### src/rtl/tmc_pkg.sv
// Constants shared by the 16-bit timer with input capture
package tmc_pkg;
    // ------------------------------------------------------------
    // Register offsets on the 8-bit CPU port
    // ------------------------------------------------------------
    localparam logic [3:0] OFS_CTRL_A = 4'h0;
    localparam logic [3:0] OFS_CTRL_B = 4'h1;
    localparam logic [3:0] OFS_CNT_LO = 4'h2;
    localparam logic [3:0] OFS_CNT_HI = 4'h3;
    localparam logic [3:0] OFS_CAP_LO = 4'h4;
    localparam logic [3:0] OFS_CAP_HI = 4'h5;
    localparam logic [3:0] OFS_CMPA_LO = 4'h6;
    localparam logic [3:0] OFS_CMPA_HI = 4'h7;
    localparam logic [3:0] OFS_FLAGS = 4'h8;
    localparam logic [3:0] OFS_MASK = 4'h9;
    localparam logic [3:0] OFS_CMP_CS = 4'ha;
    // ------------------------------------------------------------
    // Field positions
    // ------------------------------------------------------------
    localparam int BIT_NF_EN = 7;      // Control B: noise filter enable
    localparam int BIT_EDGE_POL = 6;   // Control B: 1 = rising edge
    localparam int BIT_WGM_HI = 3;     // Control B: mode bits 3:2 at 4:3
    localparam int BIT_CAP_FLAG = 5;   // Flags / mask: capture
    localparam int BIT_OVF_FLAG = 0;   // Flags / mask: overflow
    localparam int BIT_TRIG_SEL = 2;   // Comparator ctrl: trigger select
    localparam int BIT_CMP_OUT = 5;    // Comparator ctrl: output, read only
    // ------------------------------------------------------------
    // Reset values
    // ------------------------------------------------------------
    localparam logic [7:0] RST_BYTE = 8'h00;
    localparam logic [15:0] RST_WORD = 16'h0000;
    // ------------------------------------------------------------
    // Clock select codes and prescaler masks
    // ------------------------------------------------------------
    localparam logic [2:0] CS_STOP = 3'h0;
    localparam logic [2:0] CS_DIV1 = 3'h1;
    localparam logic [2:0] CS_DIV8 = 3'h2;
    localparam logic [2:0] CS_DIV64 = 3'h3;
    localparam logic [2:0] CS_DIV256 = 3'h4;
    localparam logic [2:0] CS_DIV1024 = 3'h5;
    localparam logic [2:0] CS_EXT_FALL = 3'h6;
    localparam logic [2:0] CS_EXT_RISE = 3'h7;
    localparam logic [9:0] PS_MASK_8 = 10'h007;
    localparam logic [9:0] PS_MASK_64 = 10'h03f;
    localparam logic [9:0] PS_MASK_256 = 10'h0ff;
    localparam logic [9:0] PS_MASK_1024 = 10'h3ff;
    // ------------------------------------------------------------
    // Mode table, indexed by the 4-bit waveform mode field
    // ------------------------------------------------------------
    localparam logic [15:0] MODE_DUAL_MASK = 16'h0f0e;
    localparam logic [15:0] MODE_CAP_TOP_MASK = 16'h5500;
    localparam logic [15:0] MODE_CMPA_TOP_MASK = 16'h8a10;
    localparam logic [15:0] TOP_8BIT = 16'h00ff;
    localparam logic [15:0] TOP_9BIT = 16'h01ff;
    localparam logic [15:0] TOP_10BIT = 16'h03ff;
    localparam logic [15:0] CNT_MAX = 16'hffff;
    localparam logic [15:0] CNT_ONE = 16'h0001;
    // Noise filter sample count
    localparam int FILT_LEN = 4;
endpackage

### src/rtl/tmc_timer16_capture.sv
// 16-bit up/down timer core with shared high-byte register and capture
// ------------------------------------------------------------
// Operation
// [RQ1] 16-bit counter, steps by one, clears to zero
// [RQ2] Bottom at zero; maximum of sequence flagged
// [RQ3] 3-bit clock select; zero stops counting
// [RQ4] High byte via shared holding register
// [RQ5] CPU reads and writes counter anytime
// [RQ6] CPU counter write beats clear or count
// [RQ7] 4-bit mode field sets counting sequence
// [RQ8] Overflow flag set at mode's defined point
// [RQ9] Software may reuse holding byte, atomically
// [RQ10] Matching edge copies counter into capture
// [RQ11] Capture flag set with capture update
// [RQ12] Capture flag cleared by service or one
// [RQ13] Capture read low first via holding
// [RQ14] Capture writable only as top value
// [RQ15] Trigger select bit picks pin or comparator
// [RQ16] Both sources share synchronizer and detector
// [RQ17] Capture disabled in capture-top modes
// [RQ18] Filter output moves after four agreeing samples
// [RQ19] Filter enable bit, system clock, four cycles
// [RQ20] Each capture overwrites previous value
// [RQ21] Software-driven pin captures like external event
// [RQ22] Duty cycle: flip edge, then clear flag
// [RQ23] Write high first, read low first
// [RQ24] Top is fixed, compare A, or capture
// [RQ25] Polarity bit picks rising or falling edge
// ------------------------------------------------------------
module tmc_timer16_capture
    import tmc_pkg::*;
(
    // Clock and reset
    input wire logic i_mclk,
    input wire logic i_rst,
    // CPU register port
    input wire logic [3:0] i_addr,
    input wire logic i_wr_en,
    input wire logic i_rd_en,
    input wire logic [7:0] i_wdata,
    output logic [7:0] o_rdata,
    // Interrupt service acknowledges
    input wire logic i_capture_irq_ack,
    input wire logic i_overflow_irq_ack,
    // Asynchronous pins
    input wire logic i_capture_pin,
    input wire logic i_comparator_output,
    input wire logic i_external_clock_pin,
    // Interrupt requests and counter state
    output logic o_capture_irq,
    output logic o_overflow_irq,
    output logic o_at_bottom,
    output logic o_at_top,
    output logic o_at_max
);
    import tmc_pkg::*;

    // ------------------------------------------------------------
    // Declarations
    // ------------------------------------------------------------
    localparam int SRC_PIN = 0;
    localparam int SRC_CMP = 1;
    localparam int SRC_EXT = 2;

    logic [7:0] ctrl_a_ff;       // Mode bits 1:0 in low bits
    logic [7:0] ctrl_b_ff;       // Filter, polarity, mode hi, clock sel
    logic [7:0] mask_ff;         // Interrupt enables
    logic trig_sel_ff;           // 1 = comparator drives capture
    logic [7:0] temp_ff;         // Shared high-byte holding register
    logic [15:0] count_ff;       // The counter
    logic [15:0] nxt_count;
    logic dir_down_ff;           // Dual-slope direction
    logic nxt_dir_down;
    logic [15:0] cap_ff;         // Capture register
    logic [15:0] cmpa_ff;        // Compare A, used as top
    logic cap_flag_ff;
    logic ovf_flag_ff;
    logic ovf_set;               // Overflow point reached this cycle
    logic [2:0] sync1_ff;        // First synchronizer stage
    logic [2:0] sync2_ff;        // Second synchronizer stage
    logic ext_prev_ff;
    logic [9:0] psc_ff;          // Free prescaler
    logic tick;                  // One-cycle timer step enable
    logic [FILT_LEN-1:0] samp_ff;
    logic filt_ff;               // Filtered trigger level
    logic filt_prev_ff;
    logic cap_src;
    logic cap_event;
    logic [3:0] wgm;
    logic [2:0] cs;
    logic dual;
    logic cap_top;
    logic [15:0] top_val;
    logic cnt_wr;
    logic [7:0] nxt_rdata;

    assign wgm = {ctrl_b_ff[BIT_WGM_HI+1:BIT_WGM_HI], ctrl_a_ff[1:0]};
    assign cs = ctrl_b_ff[2:0];
    assign cnt_wr = i_wr_en && (i_addr == OFS_CNT_LO);

    // ------------------------------------------------------------
    // Mode decode
    // ------------------------------------------------------------
    // Top source and slope from the mode field
    always_comb begin
        dual = MODE_DUAL_MASK[wgm];                        // [RQ7]
        cap_top = MODE_CAP_TOP_MASK[wgm];
        top_val = CNT_MAX;
        if (cap_top) begin
            top_val = cap_ff;                              // [RQ24]
        end else if (MODE_CMPA_TOP_MASK[wgm]) begin
            top_val = cmpa_ff;                             // [RQ24]
        end else if (!wgm[3]) begin
            case (wgm[1:0])
                2'h1: top_val = TOP_8BIT;                  // [RQ24]
                2'h2: top_val = TOP_9BIT;
                2'h3: top_val = TOP_10BIT;
                default: top_val = CNT_MAX;
            endcase
        end
    end

    // ------------------------------------------------------------
    // Pin synchronizers
    // ------------------------------------------------------------
    // Two stages per pin; only stage two is looked at
    always_ff @(posedge i_mclk) begin
        if (i_rst) begin
            sync1_ff <= 3'h0;
            sync2_ff <= 3'h0;
        end else begin
            sync1_ff[SRC_PIN] <= i_capture_pin;            // [RQ21]
            sync1_ff[SRC_CMP] <= i_comparator_output;      // [RQ16]
            sync1_ff[SRC_EXT] <= i_external_clock_pin;
            sync2_ff <= sync1_ff;
        end
    end

    // ------------------------------------------------------------
    // Clock select
    // ------------------------------------------------------------
    // Prescaler runs only while a source is selected
    always_ff @(posedge i_mclk) begin
        if (i_rst) begin
            psc_ff <= 10'h000;
            ext_prev_ff <= 1'b0;
        end else begin
            ext_prev_ff <= sync2_ff[SRC_EXT];
            if (cs == CS_STOP) begin
                psc_ff <= 10'h000;
            end else begin
                psc_ff <= psc_ff + 10'h001;
            end
        end
    end

    // Timer step enable per clock select code
    always_comb begin
        case (cs)
            CS_STOP: tick = 1'b0;                          // [RQ3]
            CS_DIV1: tick = 1'b1;
            CS_DIV8: tick = (psc_ff & PS_MASK_8) == PS_MASK_8;
            CS_DIV64: tick = (psc_ff & PS_MASK_64) == PS_MASK_64;
            CS_DIV256: tick = (psc_ff & PS_MASK_256) == PS_MASK_256;
            CS_DIV1024: tick = psc_ff == PS_MASK_1024;
            CS_EXT_FALL: tick = ext_prev_ff && !sync2_ff[SRC_EXT];
            CS_EXT_RISE: tick = !ext_prev_ff && sync2_ff[SRC_EXT];
            default: tick = 1'b0;
        endcase
    end

    // ------------------------------------------------------------
    // Counter unit
    // ------------------------------------------------------------
    // Next count; a CPU write beats any step
    always_comb begin
        nxt_count = count_ff;
        nxt_dir_down = dir_down_ff;
        ovf_set = 1'b0;
        if (cnt_wr) begin
            nxt_count = {temp_ff, i_wdata};                // [RQ4] [RQ6]
        end else if (tick && !dual) begin
            if (count_ff == top_val) begin
                nxt_count = RST_WORD;                      // [RQ1]
                ovf_set = 1'b1;                            // [RQ8]
            end else begin
                nxt_count = count_ff + CNT_ONE;            // [RQ1]
            end
        end else if (tick && !dir_down_ff) begin
            // Turn at or above top; a top of zero steps the count below zero to 16'hffff
            if (count_ff >= top_val) begin
                nxt_dir_down = 1'b1;
                nxt_count = count_ff - CNT_ONE;
            end else begin
                nxt_count = count_ff + CNT_ONE;
            end
        end else if (tick) begin
            if (count_ff == RST_WORD) begin
                nxt_dir_down = 1'b0;
                nxt_count = CNT_ONE;
                ovf_set = 1'b1;                            // [RQ8]
            end else begin
                nxt_count = count_ff - CNT_ONE;            // [RQ1]
            end
        end
    end

    // Counter, direction and state outputs
    always_ff @(posedge i_mclk) begin
        if (i_rst) begin
            count_ff <= RST_WORD;
            dir_down_ff <= 1'b0;
            o_at_bottom <= 1'b1;
            o_at_top <= 1'b0;
            o_at_max <= 1'b0;
        end else begin
            count_ff <= nxt_count;                         // [RQ5]
            dir_down_ff <= nxt_dir_down;
            o_at_bottom <= nxt_count == RST_WORD;          // [RQ2]
            o_at_top <= nxt_count == top_val;              // [RQ2]
            o_at_max <= nxt_count == CNT_MAX;
        end
    end

    // ------------------------------------------------------------
    // Capture trigger path
    // ------------------------------------------------------------
    assign cap_src = trig_sel_ff ? sync2_ff[SRC_CMP]
                                 : sync2_ff[SRC_PIN];      // [RQ15] [RQ16]

    // Filter: level moves only when all samples agree
    always_ff @(posedge i_mclk) begin
        if (i_rst) begin
            samp_ff <= '0;
            filt_ff <= 1'b0;
            filt_prev_ff <= 1'b0;
        end else begin
            samp_ff <= {samp_ff[FILT_LEN-2:0], cap_src};
            filt_prev_ff <= filt_ff;
            if (!ctrl_b_ff[BIT_NF_EN]) begin
                filt_ff <= cap_src;
            end else if (&samp_ff) begin
                filt_ff <= 1'b1;                           // [RQ18] [RQ19]
            end else if (~|samp_ff) begin
                filt_ff <= 1'b0;                           // [RQ18]
            end
        end
    end

    // Edge detector; a source switch may look like an edge
    assign cap_event = !cap_top && (ctrl_b_ff[BIT_EDGE_POL]
        ? (filt_ff && !filt_prev_ff)
        : (!filt_ff && filt_prev_ff));                     // [RQ17] [RQ25]

    // ------------------------------------------------------------
    // Capture and compare registers
    // ------------------------------------------------------------
    // Capture overwrites; CPU write only in capture-top modes
    always_ff @(posedge i_mclk) begin
        if (i_rst) begin
            cap_ff <= RST_WORD;
            cmpa_ff <= RST_WORD;
        end else begin
            if (cap_event) begin
                cap_ff <= count_ff;                        // [RQ10] [RQ20]
            end else if (cap_top && i_wr_en && i_addr == OFS_CAP_LO) begin
                cap_ff <= {temp_ff, i_wdata};              // [RQ14]
            end
            if (i_wr_en && i_addr == OFS_CMPA_LO) begin
                cmpa_ff <= {temp_ff, i_wdata};             // [RQ23]
            end
        end
    end

    // Holding register: loaded by high writes and counter or capture low reads
    always_ff @(posedge i_mclk) begin
        if (i_rst) begin
            temp_ff <= RST_BYTE;
        end else if (i_wr_en && (i_addr == OFS_CNT_HI ||
                     i_addr == OFS_CAP_HI || i_addr == OFS_CMPA_HI)) begin
            temp_ff <= i_wdata;                            // [RQ4] [RQ23]
        end else if (i_rd_en && i_addr == OFS_CNT_LO) begin
            temp_ff <= count_ff[15:8];                     // [RQ4]
        end else if (i_rd_en && i_addr == OFS_CAP_LO) begin
            temp_ff <= cap_ff[15:8];                       // [RQ13]
        end
    end

    // ------------------------------------------------------------
    // Control registers and flags
    // ------------------------------------------------------------
    // Plain control bytes
    always_ff @(posedge i_mclk) begin
        if (i_rst) begin
            ctrl_a_ff <= RST_BYTE;
            ctrl_b_ff <= RST_BYTE;
            mask_ff <= RST_BYTE;
            trig_sel_ff <= 1'b0;
        end else if (i_wr_en) begin
            if (i_addr == OFS_CTRL_A) begin
                ctrl_a_ff <= i_wdata;
            end
            if (i_addr == OFS_CTRL_B) begin
                ctrl_b_ff <= i_wdata;                      // [RQ3] [RQ19]
            end
            if (i_addr == OFS_MASK) begin
                mask_ff <= i_wdata;
            end
            if (i_addr == OFS_CMP_CS) begin
                trig_sel_ff <= i_wdata[BIT_TRIG_SEL];      // [RQ15]
            end
        end
    end

    // Flags: a set in the clearing cycle wins
    always_ff @(posedge i_mclk) begin
        if (i_rst) begin
            cap_flag_ff <= 1'b0;
            ovf_flag_ff <= 1'b0;
        end else begin
            if (cap_event) begin
                cap_flag_ff <= 1'b1;                       // [RQ11]
            end else if (i_capture_irq_ack || (i_wr_en &&
                         i_addr == OFS_FLAGS && i_wdata[BIT_CAP_FLAG])) begin
                cap_flag_ff <= 1'b0;                       // [RQ12]
            end
            if (ovf_set) begin
                ovf_flag_ff <= 1'b1;                       // [RQ8]
            end else if (i_overflow_irq_ack || (i_wr_en &&
                         i_addr == OFS_FLAGS && i_wdata[BIT_OVF_FLAG])) begin
                ovf_flag_ff <= 1'b0;
            end
        end
    end

    // Interrupt requests, flag gated by its enable
    always_ff @(posedge i_mclk) begin
        if (i_rst) begin
            o_capture_irq <= 1'b0;
            o_overflow_irq <= 1'b0;
        end else begin
            o_capture_irq <= cap_flag_ff && mask_ff[BIT_CAP_FLAG]; // [RQ11]
            o_overflow_irq <= ovf_flag_ff && mask_ff[BIT_OVF_FLAG];
        end
    end

    // ------------------------------------------------------------
    // Read path
    // ------------------------------------------------------------
    // Read mux; unmapped offsets answer zero
    always_comb begin
        nxt_rdata = RST_BYTE;
        case (i_addr)
            OFS_CTRL_A: nxt_rdata = ctrl_a_ff;
            OFS_CTRL_B: nxt_rdata = ctrl_b_ff;
            OFS_CNT_LO: nxt_rdata = count_ff[7:0];         // [RQ5]
            OFS_CNT_HI: nxt_rdata = temp_ff;               // [RQ4]
            OFS_CAP_LO: nxt_rdata = cap_ff[7:0];
            OFS_CAP_HI: nxt_rdata = temp_ff;               // [RQ13]
            OFS_CMPA_LO: nxt_rdata = cmpa_ff[7:0];
            OFS_CMPA_HI: nxt_rdata = cmpa_ff[15:8];        // [RQ23]
            OFS_FLAGS: begin
                nxt_rdata[BIT_CAP_FLAG] = cap_flag_ff;
                nxt_rdata[BIT_OVF_FLAG] = ovf_flag_ff;
            end
            OFS_MASK: nxt_rdata = mask_ff;
            OFS_CMP_CS: begin
                nxt_rdata[BIT_TRIG_SEL] = trig_sel_ff;
                nxt_rdata[BIT_CMP_OUT] = sync2_ff[SRC_CMP];
            end
            default: nxt_rdata = RST_BYTE;
        endcase
    end

    // Registered read data, one cycle after the strobe
    always_ff @(posedge i_mclk) begin
        if (i_rst) begin
            o_rdata <= RST_BYTE;
        end else if (i_rd_en) begin
            o_rdata <= nxt_rdata;
        end
    end
endmodule

### config.mk
export PLATFORM = sky130hd
export DESIGN_NAME = tmc_timer16_capture
export DESIGN_NICKNAME = d
export VERILOG_FILES = /design/src/rtl/tmc_pkg.sv /design/src/rtl/tmc_timer16_capture.sv
export SDC_FILE = /design/constraint.sdc
export NUM_CORES = 1
export LEC_CHECK = 0
export BUFFER_PORTS_ARGS = -buffer_cell sky130_fd_sc_hd__buf_4
export CAP_MARGIN = 20
export CELL_PAD_IN_SITES_DETAIL_PLACEMENT = 0
export CELL_PAD_IN_SITES_GLOBAL_PLACEMENT = 1
export CORE_AREA = 2 2 119 144
export DETAILED_ROUTE_END_ITERATION = 16
export DIE_AREA = 0 0 121 146
export HOLD_SLACK_MARGIN = 0.05
export PLACE_DENSITY_LB_ADDON = 0.1
export SLEW_MARGIN = 20
export SYNTH_ARGS = -nofsm -noshare
export SYNTH_HDL_FRONTEND = slang
export SYNTH_SLANG_ARGS = --single-unit
### constraint.sdc
create_clock -name i_mclk -period 11.75 [get_ports i_mclk]
set_input_delay 0.5875 -clock i_mclk [delete_from_list [all_inputs] [get_ports i_mclk]]
set_output_delay 0.5875 -clock i_mclk [all_outputs]
set_load 0.01 [all_outputs]
==> metrics.csv <==
stage;metric;value;unit
setup_path;setup slack, reg-to-reg;6.10;ns
clocking;CTS tree;yes;
global_route;GRT Resource Usage Total;36.07;%
status;outcome;finished, final reports clean;
synth;Main synth FF type;dfxtp_1;
synth;leading area contributor after synthesis;dfxtp_1;
floorplanning;Die ar.;0.01767;mm^2
power_and_ir_drop;Peak VDD IR;0.09140;mV
global_route;pin count of the biggest net entering global routing;64;
clocking;H-tree levels;4;
finish;FF/Latch Area;0.002402;mm^2
floorplanning;Die W;121;um
synth;Gate Count Post-Synth;1067;
min_path;Hold/Removal Path Class;primary input to register;
finish;area grow syn2layout;11.75;%
finish;Layout Cells excl Fill;1283;
setup_path;critical path's top delay family;compound AO/OA/AOI/OAI gates;
placed_design;dpl ws;5.971;ns
detailed_routing;final wirelength;31.93;mm
synth;number of flops mapped to enable cells by yosys;0;
job;maxcap violations;0;
clocking;Clock Sinks;120;
clocking;hold_buf cts;0;
synth;syn avg cell area;7.473;um^2
global_route;initial antenna violation count;0;
setup_path;CP Data Arrival Time;5.99;ns
synth;Synth Cell Area;0.007974;mm^2
synth;commonest cells in the netlist;nand2_1, dfxtp_1, nor2_1, a21oi_1, clkbuf_1;
sta;Fin. Hold Viols;0;
sta;Setup TNS;0;ns
clocking;number of CTS-inserted buffers;17;
finish;Core Util, Final;55.20;%
setup_path;Crit path depth;16;
setup_path;maximum fanout along the worst path;14;
clocking;post-CTS setup buffer count;0;
setup_path;Setup crit start;ctrl_a_ff[0];
floorplanning;Starting Density;49.39;%
global_route;total global routing overflow;0;
power_and_ir_drop;total power;1.084;mW
sta;Worst-Margin Slew;1.101;ns
sta;worst clock skew;0.009567;ns
synth;Synth async-reset ratio;0;%
detailed_routing;1st-pass router iterations;5;
sta;Fmax;177.0;MHz
floorplanning;# rows;51;
placed_design;input/output buffers;33;
placed_design;Final HPWL DP;22.96;mm
finish;layout cells sized above 1;10.74;%
detailed_routing;initial DRC count;1039;
finish;n_diodes;0;
detailed_routing;drt via density;6.603;
floorplanning;# IOs;34;
setup_path;Reg-to-Reg End;o_at_top;
placed_design;DP Cell Count;1251;
finish;# fillers;1585;
synth;Seq/Total Area, Yosys;30.13;%
detailed_routing;Post-DRT Antenna Nets;0;
setup_path;Slowest cell on crit path;a221oi_1;
sta;final worst slack;6.102;ns
setup_path;CP Buf/Inv Count;1;
setup_path;crit path cell chain;inv_1, ha_1, a21oi_1, a21oi_2, a221oi_1, ha_1, nand4_2, nor2_1, a211oi_1, nand2_2, nor3b_1, o32ai_1, nor3b_1, a2111oi_0, nand4_1, nor4_1;
finish;nets;1104;
sta;period utilization;48.07;%
setup_path;crit-path max cell delay;0.68;ns
setup_path;CP startpoint kind;register;
synth;Synth area leaders;dfxtp_1, a21oi_1, nand2_1;
floorplanning;Die H;146;um
sta;Setup-failing EPs final;0;
clocking;Max Buffers Root-to-Sink;2;
sta;fin. max-slew vios;0;
synth;count leader, synth;nand2_1;
clocking;CTS Root Cell;clkbuf_16;
synth;Yosys reg bits;120;
synth;warnings from Yosys;0;
floorplanning;CORE AREA;0.01614;mm^2
setup_path;worst reg-to-reg path cell count;16;
sta;RSZ-0062 raised after global routing;no;
power_and_ir_drop;PD cells;121.6;mW/mm^2
clocking;worst-skew pair later-pin latency;0.43;ns
global_route;first-pass GRT wire length;47.97;mm
setup_path;crit path to;o_at_top;
synth;Netlist cell types;82;
detailed_routing;vias post-DR;8472;
detailed_routing;# DRC;0;
setup_path;Crit. End Element;register;
setup_path;Setup CP Type;register to register;
detailed_routing;Avg WL per Cell;24.89;um
synth;top-area cell type share of the netlist area;30.13;%
setup_path;CP required;12.09;ns
clocking;Clock transition at path regs;0.06;ns
synth;syn_nets;1113;
finish;multi-input logic area;0.005182;mm^2
setup_path;Reg-to-Reg Start;ctrl_a_ff[0];
sta;slew margin rel.;26.34;%
placed_design;GPL Wtd Cong;1.026;
sta;Tmin final;5.648;ns
global_route;vias in the first global route;7819;
power_and_ir_drop;Leakage;3.229;nW
clocking;PostCTS Resize Cnt;0;
[registers in the layout, indices dropped and copies added (netlist names), 3 cells and up]
signal	flops
psc_ff	10
count_ff	16
samp_ff	4
temp_ff	8
ctrl_b_ff	8
cap_ff	16
sync1_ff	3
mask_ff	8
sync2_ff	3
o_rdata	8
cmpa_ff	16
ctrl_a_ff	8
[cells in the final DEF, fill, tap and decap left out, types with 12 or more instances in the layout]
cell type / Yosys / routed
a21oi_1: 104 / 104
a22oi_1: 19 / 19
a311oi_1: 12 / 12
a31oi_1: 13 / 13
and3_1: 13 / 13
buf_4: 2 / 52
clkbuf_16: 0 / 17
dfxtp_1: 120 / 120
ha_1: 25 / 25
inv_1: 16 / 16
mux2i_1: 28 / 28
nand2_1: 137 / 137
nand3_1: 47 / 47
nand4_1: 17 / 17
nor2_1: 116 / 115
nor2b_1: 27 / 26
nor3_1: 26 / 25
o21a_1: 14 / 14
o21ai_0: 39 / 39
xnor2_1: 15 / 15
xor2_1: 15 / 15
[worst register-to-register path, cell delays in order, from the launching register on]
cell       delay [ns]
dfxtp_1          0.57
inv_1            0.14
ha_1             0.26
a21oi_1          0.34
a21oi_2          0.18
a221oi_1         0.68
ha_1             0.38
nand4_2          0.17
nor2_1           0.08
a211oi_1         0.59
nand2_2          0.41
nor3b_1          0.29
o32ai_1          0.22
nor3b_1          0.24
a2111oi_0        0.54
nand4_1          0.19
nor4_1           0.29
[per-stage QoR]
step                hold slack (ns)  area [um^2]
floorplan                    0.4138         7974
global placement             0.4156         8295
detailed placement           0.4231         8300
CTS                          0.3704         8906
global route                 0.3645         8911
finish                       0.3737         8911
[metal layers]
layer	GRT usage, %	wire length [um]
met3	6.701	2375
met5	0	0
met4	20.99	2160
met1	45.20	12680
met2	57.36	14710
[kinds of logic (layout without fill, tap and decap cells)]
kind of cell | after synthesis | count (layout) | share of synthesized area [%]
and+or+nand+nor | 457 | 457 | 28.01
AOI/OAI and AO/OA | 302 | 302 | 24.85
DFF | 120 | 120 | 30.13
buffers and inverters | 97 | 101 | 5.005
muxes | 36 | 36 | 4.786
xor gates and xnor gates | 30 | 30 | 3.295
adders and majority gates | 25 | 25 | 3.923
[where the power goes]
group | switching, mW | internal, mW
combinational | 0.0816 | 0.0398
sequential | 0.0115 | 0.415
clock | 0.213 | 0.323
[worst min-delay path by stage]
stage,end,cells after the start,startpoint,slack [ns]
final,sync1_ff[1],2,i_comparator_output,0.37
after CTS,sync1_ff[1],2,i_comparator_output,0.37
after global routing,sync1_ff[1],2,i_comparator_output,0.36
after global placement,sync2_ff[2],1,sync1_ff[2],0.42
after detailed placement,sync2_ff[1],1,sync1_ff[1],0.42
after floorplan,sync2_ff[0],1,sync1_ff[0],0.41
[cell type report]
cell class,count,share of cell area (%)
clock buffers,18,4.928
clock inverters,14,1.867
inverters,16,0.6740
multi-input cells,850,58.16
flip-flops and latches,120,26.96
well taps,212,2.977
repair buffers,53,4.437
Power figures use the tool's default switching activity.
